[src/ppip_pkg.sv]
// package: constants, register map and states for the parallel input port
//
// Summary of operation
// - latch high is idle, low takes byte
// - eight data lines, first line is bit 1
// - data high means one, low means zero
// - acknowledge pulse low about 5 us
// - busy high while taking, printing, offline, faulted
// - paper-out flag high while paper absent
// - selected flag shows on-line state
// - auto feed request low: line advance after line
// - board switch forces auto feed active
// - init low over 50 us resets, clears buffer
// - fault output low on paper-out, offline, error
// - data accepted only while entry enable low or entry switch set
`default_nettype none
package ppip_pkg;
   // clock and documented times
   localparam int CLK_PERIOD_NS  = 100;
   localparam int LATCH_MIN_NS   = 500;
   localparam int ACK_PULSE_NS   = 5000;
   localparam int INIT_MIN_NS    = 50000;
   // least times round up, the acknowledge width rounds down
   localparam int LATCH_MIN_CYC  = (LATCH_MIN_NS + CLK_PERIOD_NS - 1) / CLK_PERIOD_NS;
   localparam int ACK_PULSE_CYC  = ACK_PULSE_NS / CLK_PERIOD_NS;
   localparam int INIT_MIN_CYC   = (INIT_MIN_NS + CLK_PERIOD_NS - 1) / CLK_PERIOD_NS;
   localparam int CNT_W          = 16;

   // register bus
   localparam int ADDR_W         = 8;
   localparam int DATA_W         = 32;
   localparam logic [ADDR_W-1:0] REG_CTRL     = 8'h00;
   localparam logic [ADDR_W-1:0] REG_STATUS   = 8'h04;
   localparam logic [ADDR_W-1:0] REG_RXDATA   = 8'h08;
   localparam logic [ADDR_W-1:0] REG_INT_STAT = 8'h0c;
   localparam logic [ADDR_W-1:0] REG_INT_MASK = 8'h10;

   // control fields
   localparam int CTRL_ONLINE    = 0;
   localparam int CTRL_W         = 1;
   localparam logic [CTRL_W-1:0] CTRL_RESET = 1'h1;

   // status fields
   localparam int ST_BUSY        = 0;
   localparam int ST_PAPER_OUT   = 1;
   localparam int ST_ONLINE      = 2;
   localparam int ST_FAULT       = 3;
   localparam int ST_ENTRY_OK    = 4;
   localparam int ST_LF_ACTIVE   = 5;
   localparam int ST_W           = 6;

   // interrupt events
   localparam int EV_BYTE        = 0;
   localparam int EV_INIT        = 1;
   localparam int EV_PAPER       = 2;
   localparam int EV_FAULT       = 3;
   localparam int EV_W           = 4;
   localparam logic [EV_W-1:0] EV_RESET = 4'h0;

   typedef enum logic [1:0] {PPIP_IDLE, PPIP_WAIT_RISE, PPIP_ACK} ppip_state_t;
endpackage
`default_nettype wire

[src/ppip_qual_if.sv]
// interface: one active-low pin and its qualified low-hold flag
`default_nettype none
interface ppip_qual_if;
   logic raw_n;   // pin level, low active
   logic held;    // pin has stayed low for the minimum count
   modport filt (input raw_n, output held);
   modport user (output raw_n, input held);
endinterface
`default_nettype wire

[src/ppip_lowqual.sv]
// module: qualifies an active-low pin held low for a minimum count
`default_nettype none
module ppip_lowqual #(
   parameter logic [ppip_pkg::CNT_W-1:0] MIN_CYC = 16'h0005
) (
   input  wire logic   ref_clk,
   input  wire logic   reset,
   ppip_qual_if.filt   q
);
   logic [ppip_pkg::CNT_W-1:0] run;       // consecutive low samples, saturating
   wire                         at_min = (run >= MIN_CYC);

   // short glitches restart the count, so noise never reads as a pulse
   always_ff @(posedge ref_clk or posedge reset) begin
      if (reset) begin
         run <= '0;
      end else if (q.raw_n) begin
         run <= '0;
      end else if (!at_min) begin
         run <= run + 1'b1;
      end
   end

   assign q.held = at_min;
endmodule
`default_nettype wire

[src/ppip_top.sv]
// module: receive side of the byte-wide parallel printer input port
//
// Local design decisions: the register addresses and the strobed register port.
`default_nettype none
module ppip_top #(
   parameter logic [ppip_pkg::CNT_W-1:0] LATCH_MIN = ppip_pkg::CNT_W'(ppip_pkg::LATCH_MIN_CYC),
   parameter logic [ppip_pkg::CNT_W-1:0] ACK_CYC   = ppip_pkg::CNT_W'(ppip_pkg::ACK_PULSE_CYC),
   parameter logic [ppip_pkg::CNT_W-1:0] INIT_MIN  = ppip_pkg::CNT_W'(ppip_pkg::INIT_MIN_CYC)
) (
   input  wire logic                          ref_clk,
   input  wire logic                          reset,
   // host side pins
   input  wire logic [7:0]                    data_in,
   input  wire logic                          latch_n,
   input  wire logic                          init_n,
   input  wire logic                          auto_line_advance_req_n,
   input  wire logic                          entry_enable_in_n,
   output logic                               byte_taken_pulse_n,
   output logic                               busy,
   output logic                               paper_out_flag,
   output logic                               online_selected_flag,
   output logic                               fault_n,
   // board switches
   input  wire logic                          sw_auto_lf_force,
   input  wire logic                          sw_entry_force,
   // printer mechanism and controller side
   input  wire logic                          paper_absent,
   input  wire logic                          mech_error,
   input  wire logic                          printing,
   input  wire logic                          line_done,
   output logic [7:0]                         rx_byte,
   output logic                               rx_valid,
   output logic                               line_advance,
   output logic                               buf_clear,
   // register port
   input  wire logic [ppip_pkg::ADDR_W-1:0]   reg_addr,
   input  wire logic [ppip_pkg::DATA_W-1:0]   reg_wdata,
   input  wire logic                          reg_wr,
   input  wire logic                          reg_rd,
   output logic [ppip_pkg::DATA_W-1:0]        reg_rdata,
   output logic                               irq
);
   ////////////////////////////////////////////////////////////////////////////
   // pin qualifiers
   // the host pins carry no clock of their own, so each strobe is believed only
   // after it has stayed low for a whole count; a spike on a long cable then
   // cannot start a transfer or wipe the buffer; the price is a few cycles of
   // extra latency on every byte
   ppip_qual_if latch_q ();                     // latch pulse qualifier
   ppip_qual_if init_q ();                      // init pulse qualifier
   assign latch_q.raw_n = latch_n;
   assign init_q.raw_n  = init_n;

   // one qualifier per strobe pin, each with its own minimum count
   ppip_lowqual #(.MIN_CYC(LATCH_MIN)) u_latch (
      .ref_clk (ref_clk),
      .reset   (reset),
      .q       (latch_q)
   );
   ppip_lowqual #(.MIN_CYC(INIT_MIN)) u_init (
      .ref_clk (ref_clk),
      .reset   (reset),
      .q       (init_q)
   );

   ////////////////////////////////////////////////////////////////////////////
   // state and registers
   // registers reset to an idle, on-line port; busy stays high only while
   // reset itself is applied and follows ready from the first edge after it
   typedef ppip_pkg::ppip_state_t       ppip_st_t;      // local name of the handshake state
   ppip_st_t                            state;          // handshake state
   ppip_st_t                            next_state;     // state after this edge
   logic [ppip_pkg::CNT_W-1:0]          ack_cnt;        // acknowledge width counter
   logic [ppip_pkg::CTRL_W-1:0]         ctrl;           // software control
   logic [ppip_pkg::EV_W-1:0]           int_stat;       // sticky events
   logic [ppip_pkg::EV_W-1:0]           int_mask;       // event enables
   logic                                init_seen;      // init qualified last cycle
   logic                                paper_prev;     // paper sensor last cycle
   logic                                err_prev;       // mechanism error last cycle

   // combinational conditions
   // ready gathers every reason to refuse a byte; busy is driven from it so the
   // host sees one level, and a latch that arrives while not ready is simply
   // ignored rather than queued, since there is no buffer behind the port;
   // a host that ignores busy therefore loses bytes
   wire online     = ctrl[ppip_pkg::CTRL_ONLINE];
   wire entry_ok   = !entry_enable_in_n || sw_entry_force;
   wire lf_active  = !auto_line_advance_req_n || sw_auto_lf_force;
   wire fault_cond = paper_absent || mech_error || !online;
   wire ready      = online && entry_ok && !printing && !paper_absent && !mech_error && !init_q.held;
   wire take       = (state == ppip_pkg::PPIP_IDLE) && latch_q.held && ready;
   wire init_rise  = init_q.held && !init_seen;
   wire ack_done   = (ack_cnt == ACK_CYC - 1'b1);
   wire next_busy  = take || (next_state != ppip_pkg::PPIP_IDLE) || !ready;

   // events for the interrupt status
   // edges only, so a paper or mechanism fault that persists is reported once
   wire [ppip_pkg::EV_W-1:0] ev = {mech_error && !err_prev, paper_absent && !paper_prev, init_rise, take};

   // register decode
   // unmapped addresses read as zero and ignore writes; status and receive data
   // are read-only views, so a stray write there cannot disturb the handshake
   wire sel_ctrl = (reg_addr == ppip_pkg::REG_CTRL);
   wire sel_st   = (reg_addr == ppip_pkg::REG_STATUS);
   wire sel_rx   = (reg_addr == ppip_pkg::REG_RXDATA);
   wire sel_is   = (reg_addr == ppip_pkg::REG_INT_STAT);
   wire sel_im   = (reg_addr == ppip_pkg::REG_INT_MASK);
   // write-one-to-clear mask for the sticky status
   wire [ppip_pkg::EV_W-1:0] w1c = (reg_wr && sel_is) ? reg_wdata[ppip_pkg::EV_W-1:0] : '0;
   // set wins over clear so no event slips past a clearing write
   wire [ppip_pkg::EV_W-1:0] next_int_stat = (int_stat & ~w1c) | ev;

   // status word shows the host pins as the host sees them, fault as active high
   wire [ppip_pkg::ST_W-1:0] status_word = {lf_active, entry_ok, !fault_n, online_selected_flag,
                                            paper_out_flag, busy};
   // read mux stays continuous so the register flip-flop block below stays short
   wire [ppip_pkg::DATA_W-1:0] next_rdata =
        sel_ctrl ? ppip_pkg::DATA_W'(ctrl) :
        sel_st   ? ppip_pkg::DATA_W'(status_word) :
        sel_rx   ? ppip_pkg::DATA_W'(rx_byte) :
        sel_is   ? ppip_pkg::DATA_W'(int_stat) :
        sel_im   ? ppip_pkg::DATA_W'(int_mask) : '0;

   ////////////////////////////////////////////////////////////////////////////
   // handshake sequencing
   // idle, then byte taken on a qualified latch, then wait for the latch to go
   // high, then acknowledge for a fixed count, then idle; init forces idle from
   // anywhere, which may cut an acknowledge short, as the host asked for a restart
   always_comb begin
      next_state = state;
      unique case (state)
         ppip_pkg::PPIP_IDLE: begin
            if (take) begin
               next_state = ppip_pkg::PPIP_WAIT_RISE;
            end
         end
         // wait for latch release so a long pulse is taken only once
         ppip_pkg::PPIP_WAIT_RISE: begin
            if (latch_n) begin
               next_state = ppip_pkg::PPIP_ACK;
            end
         end
         ppip_pkg::PPIP_ACK: begin
            if (ack_done) begin
               next_state = ppip_pkg::PPIP_IDLE;
            end
         end
      endcase
      if (init_rise) begin
         next_state = ppip_pkg::PPIP_IDLE;
      end
   end

   // state register and acknowledge counter
   // the counter runs only inside the acknowledge, so each pulse starts from zero
   always_ff @(posedge ref_clk or posedge reset) begin
      if (reset) begin
         state   <= ppip_pkg::PPIP_IDLE;
         ack_cnt <= '0;
      end else begin
         state   <= next_state;
         ack_cnt <= (state == ppip_pkg::PPIP_ACK && next_state == ppip_pkg::PPIP_ACK) ? ack_cnt + 1'b1 : '0;
      end
   end

   // byte capture, bit 1 in lane 0, high is one
   // the byte is held until the next take, so the controller may read it late
   always_ff @(posedge ref_clk or posedge reset) begin
      if (reset) begin
         rx_byte  <= 8'h00;
         rx_valid <= 1'b0;
      end else begin
         rx_valid <= take;
         if (take) begin
            rx_byte <= data_in;
         end
      end
   end

   // host-facing outputs from flip-flops
   // registering these costs one cycle of latency but keeps the pins free of
   // decode glitches, which a host sampling without our clock would otherwise
   // see as false acknowledges
   always_ff @(posedge ref_clk or posedge reset) begin
      if (reset) begin
         busy                 <= 1'b1;
         byte_taken_pulse_n   <= 1'b1;
         paper_out_flag       <= 1'b0;
         online_selected_flag <= 1'b0;
         fault_n              <= 1'b1;
      end else begin
         busy                 <= next_busy;
         byte_taken_pulse_n   <= !(next_state == ppip_pkg::PPIP_ACK);
         paper_out_flag       <= paper_absent;
         online_selected_flag <= online;
         fault_n              <= !fault_cond;
      end
   end

   // line advance and buffer clear pulses
   // buf_clear is a one-cycle pulse per init; line_advance stays high for as long as line_done does while auto feed is active
   always_ff @(posedge ref_clk or posedge reset) begin
      if (reset) begin
         line_advance <= 1'b0;
         buf_clear    <= 1'b0;
         init_seen    <= 1'b0;
      end else begin
         line_advance <= line_done && lf_active;
         buf_clear    <= init_rise;
         init_seen    <= init_q.held;
      end
   end

   ////////////////////////////////////////////////////////////////////////////
   // register file and interrupt
   // status bits are sticky and cleared by writing a one; the interrupt is a
   // registered level, so it lags a mask write by one cycle; software that
   // unmasks and then polls irq at once must allow for that cycle
   always_ff @(posedge ref_clk or posedge reset) begin
      if (reset) begin
         ctrl       <= ppip_pkg::CTRL_RESET;
         int_mask   <= ppip_pkg::EV_RESET;
         int_stat   <= ppip_pkg::EV_RESET;
         reg_rdata  <= '0;
         paper_prev <= 1'b0;
         err_prev   <= 1'b0;
         irq        <= 1'b0;
      end else begin
         if (reg_wr && sel_ctrl) begin
            ctrl <= reg_wdata[ppip_pkg::CTRL_W-1:0];
         end
         if (reg_wr && sel_im) begin
            int_mask <= reg_wdata[ppip_pkg::EV_W-1:0];
         end
         int_stat   <= next_int_stat;
         reg_rdata  <= reg_rd ? next_rdata : '0;
         paper_prev <= paper_absent;
         err_prev   <= mech_error;
         irq        <= |(next_int_stat & int_mask);
      end
   end

   // length of the current acknowledge, for the width check
   logic [ppip_pkg::CNT_W-1:0] ack_run;    // cycles the acknowledge has been low
   always_ff @(posedge ref_clk or posedge reset) begin
      if (reset) begin
         ack_run <= '0;
      end else begin
         ack_run <= byte_taken_pulse_n ? '0 : ack_run + 1'b1;
      end
   end
endmodule
`default_nettype wire

[config.mk]
export PLATFORM = sky130hd
export DESIGN_NAME = ppip_top
export DESIGN_NICKNAME = d
export VERILOG_FILES = /design/src/ppip_pkg.sv /design/src/ppip_qual_if.sv /design/src/ppip_lowqual.sv /design/src/ppip_top.sv
export SDC_FILE = /design/constraint.sdc
export NUM_CORES = 1
export LEC_CHECK = 0
export BUFFER_PORTS_ARGS = -buffer_cell sky130_fd_sc_hd__buf_4
export CORE_AREA = 3 3 113 115
export CTS_CLUSTER_DIAMETER = 30
export DETAILED_ROUTE_END_ITERATION = 12
export DIE_AREA = 0 0 116 118
export PLACE_DENSITY = 0.58
export SLEW_MARGIN = 20
export SYNTH_ARGS = -nofsm -noshare
export SYNTH_HDL_FRONTEND = slang
export SYNTH_SLANG_ARGS = --single-unit
[constraint.sdc]
create_clock -name ref_clk -period 3.25 [get_ports ref_clk]
set_input_delay 0.1625 -clock ref_clk [delete_from_list [all_inputs] [get_ports ref_clk]]
set_output_delay 0.1625 -clock ref_clk [all_outputs]
set_load 0.01 [all_outputs]
## Word-level counts from Yosys, hierarchy flattened

Cells that the tools add are included.

- Bits of input ports: 62
- ROM bits: 0
- Latch bits: 0
- Bits in registers: 86
- Word-level logic and storage cells: 95
- Memories: 0
- Memory bits (writable): 0
- Output and inout bits: 49

- Add/subtract/negate cells: 3
- Muxes and demuxes: 17
- Reductions and logical operators: 39
- Divide/modulo/power cells: 0
- Equal/unequal tests: 10
- Magnitude comparators: 2
- Multiply operators: 0
- Shift operators: 0
- Bitwise operators: 4

Operators with widths:

| cell | number |
|---|---|
| 16-bit 2-to-1 mux | 5 |
| 16-bit by 1-bit adder with 16-bit output (second input constant) | 3 |
| 8-bit 2-to-1 mux | 4 |
| 16-bit by 6-bit == test with 1-bit output (second input constant) | 1 |
| 8-bit by 4-bit == test with 1-bit output (second input constant) | 2 |
| 16-bit by 3-bit >= comparator with 1-bit output (second input constant) | 1 |
| 16-bit by 9-bit >= comparator with 1-bit output (second input constant) | 1 |
| 1-bit logical AND | 15 |
| 1-bit logical NOT | 14 |
| 4-bit 2-to-1 mux | 3 |
| 4-bit AND | 2 |
| 8-bit by 3-bit == test with 1-bit output (second input constant) | 1 |
| 8-bit by 5-bit == test with 1-bit output (second input constant) | 1 |
| 8-bit logical NOT | 1 |
| 2-bit 2-to-1 mux | 4 |
| 1-bit logical OR | 6 |
| 2-bit one-hot mux with 3 select lines | 1 |
| 2-bit == test (second input constant) | 2 |
| 2-bit inequality test (second input constant) | 2 |
| 4-bit inverter | 1 |
| 4-bit OR | 1 |
| 4-bit OR reduction | 1 |
| 2-bit by 1-bit == test with 1-bit output (second input constant) | 1 |
| 2-bit logical NOT | 1 |
| 2-bit nonzero test | 1 |

## Logic depth before layout (Yosys ltp)

Gate-level depths: netlist of run 1.

- Depth in word-level cells: 14
- Mapped depth: 8
- Depth with buffers taken out: 7

## Hierarchy

From an unflattened synthesis of run 1, not the netlist that was laid out.

- Cells, all modules: 404
- Area total of the unflattened synthesis: 4,131.5 um^2

Modules (own cells, without submodules):

| module | instances | cells each | sequential area each (um^2) | area each (um^2) |
|---|---|---|---|---|
| ppip_top | 1 | 269 | 1,356.3 | 2,656.3 |
| ppip_lowqual at u_init | 1 | 77 | 400.4 | 783.3 |
| ppip_lowqual at u_latch | 1 | 58 | 400.4 | 691.9 |

## Worst setup path before layout of run 1

No wires, ideal clock.

- Path type: register -> register
- Start: reg ctrl
- End: reg ack_cnt[10] (netlist name)
- Cell stages (with the launch flop): 7
- Clock period less this slack: 2.123 ns
- Path buffers: 1
- Setup time: 0.134 ns
- Slack: 1.127 ns
- Arrival: 1.988 ns
- Data required time: 3.116 ns
- Cell sequence: dfstp_2 nor3b_2 or3b_1 a2111o_1 o221ai_4 buf_6 nor3_1

- Cells in the longest elaborated chain, start to end: 12

RTL lines:

| what | line | RTL |
|---|---|---|
| from (decl) | ppip_top.sv:74 | `logic [ppip_pkg::CTRL_W-1:0] ctrl;` |
| from (signal assigned) | ppip_top.sv:221 | `ctrl <= ppip_pkg::CTRL_RESET;` |
| from (signal assigned) | ppip_top.sv:230 | `ctrl <= reg_wdata[ppip_pkg::CTRL_W-1:0];` |
| 1-bit logical AND (5 in a row) | ppip_top.sv:90 | `wire ready = online && entry_ok && !printing && !paper_absent && !mech_error && !init_q.held;` |
| 1-bit logical AND | ppip_top.sv:91 | `wire take = (state == ppip_pkg::PPIP_IDLE) && latch_q.held && ready;` |
| 2-bit 2-to-1 mux | ppip_top.sv:133 | `if (take) begin` |
| 2-bit one-hot mux with 3 select lines | ppip_top.sv:131 | `unique case (state)` |
| 2-bit 2-to-1 mux | ppip_top.sv:149 | `if (init_rise) begin` |
| 2-bit == test | ppip_top.sv:162 | `ack_cnt <= (state == ppip_pkg::PPIP_ACK && next_state == ppip_pkg::PPIP_ACK) ? ack_cnt + 1'b1 : '0;` |
| 1-bit logical AND | ppip_top.sv:162 |  |
| 16-bit 2-to-1 mux | ppip_top.sv:162 |  |
| to (signal assigned) | ppip_top.sv:162 |  |
| to (decl) | ppip_top.sv:73 | `logic [ppip_pkg::CNT_W-1:0] ack_cnt;` |

No other way between the ends.
A chain may end at the register's enable or synchronous reset.

## Worst setup path after layout of run 1

- Start: reg ctrl
- End: reg ack_cnt[8] (netlist name)

The elaborated chain is that of the path after synthesis.

==> results.py, run 1 <==
metrics = {
    "run_status": {
        "status": "finished, final reports clean",
    },
    "worst_setup_path": {
        "criticalPathCategory": "reg -> reg",
        "max_stage_delay_ns": 0.58,
        "critPathTopFamily": "compound AO/OA/AOI/OAI gates",
        "cp.arrival_ns": 2.79,
        "reg2reg_depth": 5,
        "timing.critical_path.to": "ack_cnt[8]",
        "path_depth": 5,
        "r2r_end": "ack_cnt[8]",
        "cp_num_buf_inv": 0,
        "cp_data_required_time_ns": 3.44,
        "worstPathMaxFanout": 17,
        "cp_slowest_cell": "a2111o_1",
        "end_kind": "flip-flop",
        "regToRegSetupSlack_ns": 0.65,
        "startpoint": "ctrl",
        "crit_chain": "nor3b_2 > or3b_1 > a2111o_1 > o221ai_4 > nor3_1",
        "rr_startpoint": "ctrl",
        "startpoint_type": "flip-flop",
    },
    "global_routing": {
        "grt_max_degree": 32,
        "grt_usage_pct": 12.5,
        "grt_pass1_vias": 2877,
        "gr-total-overflow": 0,
        "grt_pass1_wl_um": 13900,
        "antenna_found_initial": 0,
    },
    "clock_network": {
        "numCtsBuffers": 9,
        "cts_resized": 0,
        "cts_hold_buf": 3,
        "root_buffer": "clkbuf_16",
        "path_clk_slew_ns": 0.06,
        "htree_levels": 3,
        "clk_latency_ns": 0.34,
        "clk_path_buf_depth": 2,
        "cts_tree": "built",
        "clock-sinks": 86,
        "post_cts_buffers": 0,
    },
    "placed_design": {
        "dp_hpwl_um": 5940,
        "io_buffer_count": 58,
        "post-place-ws_ns": 0.614,
        "placed_cell_area_um2": 4590,
        "gp_congestion": 0.804,
    },
    "timing": {
        "setup_tns_ns": 0,
        "setup_viol": 0,
        "tightest_slew_ns": 0.677,
        "min_period_over_period_pct": 80.1,
        "relSlewSlack_pct": 54.9,
        "setup_slack_ns": 0.648,
        "skew_ns": 0.0120,
        "whs_ns": 0.0235,
        "fmax_mhz": 384,
        "finalMaxSlewViolations": 0,
        "rsz0062_at_grt": "false",
        "min_period_ns": 2.60,
        "hold_violations": 0,
    },
    "power": {
        "powerDensity_nw_per_um2": 467,
        "p_leak_nw": 2.30,
        "vdd_drop_max_v": 0.000189,
        "combinationalPowerShare_pct": 7.1,
        "p_sw_w": 0.000540,
        "seq_power_share_pct": 48.3,
        "p_int_w": 0.00176,
        "swShare_pct": 23.5,
        "power_frac_clock_pct": 44.7,
    },
    "worst_hold_path": {
        "hold_depth": 3,
        "hold_path.class": "in -> reg",
    },
    "synthesis": {
        "synth_cell_types": 54,
        "syn_avg_cell_area_um2": 10.4,
        "synth_top_area_share_pct": 50.1,
        "synth_top_area_cell": "dfrtp_1",
        "postSynthCellCount": 395,
        "yosys_warnings": 0,
        "postSynth.asyncResetShare_pct": 100,
        "synthFlopType": "dfrtp_1",
        "ys_ff_latch": 86,
        "synth_seq_area_share_pct": 52.7,
        "synth_edf_count": 0,
        "netlist_area_um2": 4090,
        "synth_area_leaders": "dfrtp_1 50%, nand2_1 5.2%, buf_4 4.6%",
    },
    "drt": {
        "drt-total-wl_um": 8150,
        "post_drt_wl_per_cell_um": 13.4,
        "routed_via_density": 4.71,
        "first_pass_iters": 4,
        "final_antenna_net_count": 0,
        "num_vias": 2870,
        "drt_iter0_markers": 111,
        "drc": 0,
    },
    "cells_and_area": {
        "layout.area.seq_um2": 2160,
        "nFillCells": 1165,
        "syn_to_final_growth_pct": 20.0,
        "fin_nets": 530,
        "multi_input_area_um2": 1730,
        "diodes": 0,
        "drive_gt1_share_pct": 21.2,
        "final_area_um2": 4910,
    },
    "floorplanning": {
        "core_um2": 11900,
        "die_x_um": 116,
        "die_area_um2": 13700,
        "initial_core_util_pct": 34.4,
        "dieHeight_um": 118,
        "ios": 111,
        "rows": 40,
    },
    "flow_run": {
        "maxCapViolCount": 0,
    },
}
## power by group through the flow
stage          Clock [W]  Sequential [W]  Combinational (W)
2_1_floorplan          0         0.00113           0.000116
3_3_place_gp           0         0.00113           0.000160
3_5_place_dp           0         0.00113           0.000163
4_1_cts          0.00105         0.00111           0.000166
5_1_grt          0.00110         0.00111           0.000186
6_report         0.00103         0.00111           0.000162
## synth_stat cells, types with 4 or more instances
cell / n
nor2_1: 24
nand3_1: 9
nor2b_1: 26
a21oi_1: 11
nor3_1: 20
mux2_2: 5
nand2b_1: 4
inv_1: 15
nand4_1: 6
xor2_1: 12
nor4_1: 7
buf_4: 25
clkbuf_1: 8
and4_1: 4
xnor2_1: 10
dfstp_2: 4
o21ai_0: 11
dfrtp_1: 82
ha_1: 10
nand2_1: 57
## placed cells by master, fill, tap and decap left out, drive strengths merged, types with 4 or more instances in the layout
master / n
xnor2: 10
dfstp: 4
o21ai: 12
nand4: 6
buf: 60
nand3: 9
nor2: 24
inv: 17
and4: 4
clkbuf: 9
nor2b: 26
mux2: 5
a21oi: 11
nand2b: 4
nand2: 57
nor4: 9
ha: 10
xor2: 12
conb: 24
nor3: 20
dfrtp: 82
## registers in the layout, indices dropped and copies added, names as in the netlist, 2 cells and up
register     flops
state            2
rx_byte          8
reg_rdata        8
u_latch.run     16
int_stat         4
u_init.run      16
ack_cnt         16
int_mask         4
## layout make-up
class,count,area share (%)
Sequential cell,86,43.9
Multi-Input combinational cell,282,35.3
Timing Repair Buffer,63,9.78
Clock buffer,9,4.59
Tap cell,147,3.75
Clock inverter,6,1.43
Inverter,16,1.25
## how the worst min path moves through the flow
stage                from              to  slack, ns
2_1_floorplan  mech_error        err_prev       0.19
3_3_place_gp        reset  u_init.run[12]       0.19
3_5_place_dp        reset  u_init.run[11]       0.20
4_1_cts        data_in[5]      rx_byte[5]       0.01
5_1_grt        data_in[5]      rx_byte[5]       0.03
6_report       data_in[5]      rx_byte[5]       0.02
## metrics by stage
step	util, %	std cells	power [W]
final	41.2	609	0.00230
after global routing	41.2	609	0.00240
after CTS	41.2	609	0.00233
after detailed placement	38.5	591	0.00129
after global placement	38.5	591	0.00129
after floorplan	-	418	0.00124
## routing by layer
metal  share of wire [%]  GRT usage [%]  vias to the layer above
met4                 1.2           4.35                        0
met3                 5.4           2.42                        7
met1                  49           17.7                     1370
li1                    -              -                     1418
met2                  44           19.0                       75
met5                   0              0                        -
## cells by family after synthesis
group | after synthesis | synth area share [%]
simple gates | 181 | 23.4
other cells | 1 | 0.0916
buf+inv | 50 | 7.06
fa+ha+maj | 10 | 3.06
flops | 86 | 52.7
compound gates | 39 | 7.06
mux | 6 | 1.93
xor+xnor | 22 | 4.71
## tightest hold or removal path: stages
cell and delay, ns:
buf_4 0.07, nand2_1 0.04, nand2_1 0.05
No activity file was read; power rests on OpenSTA's default activity.
==> inputs of run 2 (changes only) <==
--- a/config.mk
+++ b/config.mk
@@ -10,7 +10,7 @@
 export CTS_CLUSTER_DIAMETER = 30
 export DETAILED_ROUTE_END_ITERATION = 12
 export DIE_AREA = 0 0 116 118
-export PLACE_DENSITY = 0.58
+export PLACE_DENSITY = 0.6
 export SLEW_MARGIN = 20
 export SYNTH_ARGS = -nofsm -noshare
 export SYNTH_HDL_FRONTEND = slang
==> constraint.sdc (replaced) <==
create_clock -name ref_clk -period 2.1 [get_ports ref_clk]
set_input_delay 0.105 -clock ref_clk [delete_from_list [all_inputs] [get_ports ref_clk]]
set_output_delay 0.105 -clock ref_clk [all_outputs]
set_load 0.01 [all_outputs]
==> results.py, run 2 (synthesis results as in run 1) <==
metrics = {
    "timing": {
        "hold_violations": 0,
        "relSlewSlack_pct": 57.8,
        "fmax_mhz": 494,
        "tightest_slew_ns": 0.632,
        "skew_ns": 0.00768,
        "min_period_over_period_pct": 96.3,
        "min_period_ns": 2.02,
        "setup_viol": 0,
        "rsz0062_at_grt": "true",
        "finalMaxSlewViolations": 0,
        "whs_ns": 0.0179,
        "setup_slack_ns": 0.0775,
    },
    "power": {
        "p_leak_nw": 2.51,
        "vdd_drop_max_v": 0.000487,
        "powerDensity_nw_per_um2": 678,
        "finalPower_w": 0.00362,
    },
    "worst_setup_path": {
        "worstPathMaxFanout": 17,
        "cp_num_buf_inv": 1,
        "startpoint_type": "flip-flop",
        "criticalPathCategory": "reg -> reg",
        "crit_chain": "nor3b_2 > or3b_4 > a2111o_1 > o221ai_4 > buf_12 > nor3_1",
        "critPathTopFamily": "simple AND/OR/NAND/NOR gates",
        "end_kind": "flip-flop",
        "cp_slowest_cell": "dfstp_2",
        "cp_data_required_time_ns": 2.31,
        "cp.arrival_ns": 2.23,
        "max_stage_delay_ns": 0.52,
    },
    "cells_and_area": {
        "syn_to_final_growth_pct": 30.4,
        "top_regs": "ack_cnt: 16 flops, u_init.run: 16 flops, u_latch.run: 16 flops",
        "layout_common_cells": "85 x buf_4, 82 x dfrtp_1, 57 x nand2_1, 26 x nor2b_1",
        "diodes": 0,
        "drive_gt1_share_pct": 28.0,
        "stdcell_count": 647,
        "nFillCells": 1090,
        "fin_nets": 567,
        "layout_commonest_cell": "buf_4",
        "utilization_pct": 44.8,
    },
    "global_routing": {
        "gr-total-overflow": 0,
        "grt_pass1_wl_um": 14000,
        "antenna_found_initial": 0,
        "grt_usage_pct": 12.5,
        "grt_pass1_vias": 3046,
        "grt_max_degree": 42,
    },
    "clock_network": {
        "clk_latency_ns": 0.33,
        "root_buffer": "clkbuf_16",
        "clk_path_buf_depth": 2,
        "htree_levels": 3,
        "numCtsBuffers": 9,
        "cts_tree": "built",
        "path_clk_slew_ns": 0.07,
        "clock-sinks": 86,
    },
    "drt": {
        "drt_iter0_markers": 174,
        "drc": 0,
        "num_vias": 3042,
        "post_drt_wl_per_cell_um": 13.1,
        "drt-total-wl_um": 8480,
        "final_antenna_net_count": 0,
        "first_pass_iters": 6,
        "routed_via_density": 4.70,
    },
    "worst_hold_path": {
        "hold_path.class": "in -> reg",
    },
    "floorplanning": {
        "initial_core_util_pct": 34.4,
        "rows": 40,
        "core_um2": 11900,
        "ios": 111,
        "die_area_um2": 13700,
        "dieHeight_um": 118,
        "die_x_um": 116,
    },
    "placed_design": {
        "io_buffer_count": 58,
        "dp_cells": 618,
        "post-place-ws_ns": -0.114,
        "gp_congestion": 0.849,
        "dp_hpwl_um": 6060,
    },
    "run_status": {
        "status": "finished, final reports clean",
    },
    "flow_run": {
        "maxCapViolCount": 0,
    },
}
==> run 2: final timing paths <==
kind / slack (ns) / startpoint / cells after the start / endpoint
setup / recovery: 0.08 / ctrl / 6 / ack_cnt[14]
hold / removal: 0.02 / reg_wdata[2] / 2 / int_mask[2]
setup reg to reg: 0.08 / ctrl / 6 / ack_cnt[14]
hold reg to reg: 0.50 / rx_byte[5] / 2 / rx_byte[5]
max in group asynchronous: 1.02 / reset / 4 / byte_taken_pulse_n
min in group asynchronous: 0.41 / reset / 3 / reg_rdata[6]
==> run 2: report_power, final <==
group / total [W] / internal [W] / switching [W]
Combinational: 0.000286 / 0.000131 / 0.000156
Sequential: 0.00171 / 0.00169 / 0.0000255
Clock: 0.00162 / 0.000984 / 0.000634
Total: 0.00362 / 0.00280 / 0.000815
==> run 2: metrics by stage <==
| step | cell area (um2) | setup TNS (ns) |
|---|---|---|
| 6_report | 5340 | 0 |
| 2_1_floorplan | 4190 | 0 |
| 4_1_cts | 5280 | 0 |
| 5_1_grt | 5340 | -0.455 |
| 3_5_place_dp | 4820 | -1.62 |
| 3_3_place_gp | 4820 | -1.07 |
==> run 2: repair_timing <==
action	4_1_cts	5_1_grt
pin swaps	2	5
endpoints found under the hold margin	38	0
gates resized for setup	1	12
endpoints found under the setup margin	18	29
gates cloned	0	0
hold buffers	12	0
buffers inserted	1	0
==> run 2: layout make-up <==
cell class                      instances  area [um2]  share of cell area, %
Clock buffer                           11         253                   4.74
Clock inverter                          5        57.6                   1.08
Inverter                               16        63.8                   1.20
Multi-Input combinational cell        282        1800                   33.8
Sequential cell                        86        2160                   40.4
Tap cell                              147         184                   3.45
Timing Repair Buffer                  100         818                   15.3
==> run 2: metal layers <==
metal	vias to the layer above	track usage (%)	wire (um)	share of wire, %
met3	16	2.72	487	5.7
met1	1456	16.9	4050	48
met2	82	19.4	3790	45
li1	1488	-	-	-
met5	-	0	0	0
met4	0	5.22	159	1.9
==> run 2: worst reg2reg max path, stage by stage, from the launching register on <==
cell and delay, ns:
dfstp_2 0.52, nor3b_2 0.18, or3b_4 0.40, a2111o_1 0.35
o221ai_4 0.21, buf_12 0.18, nor3_1 0.07
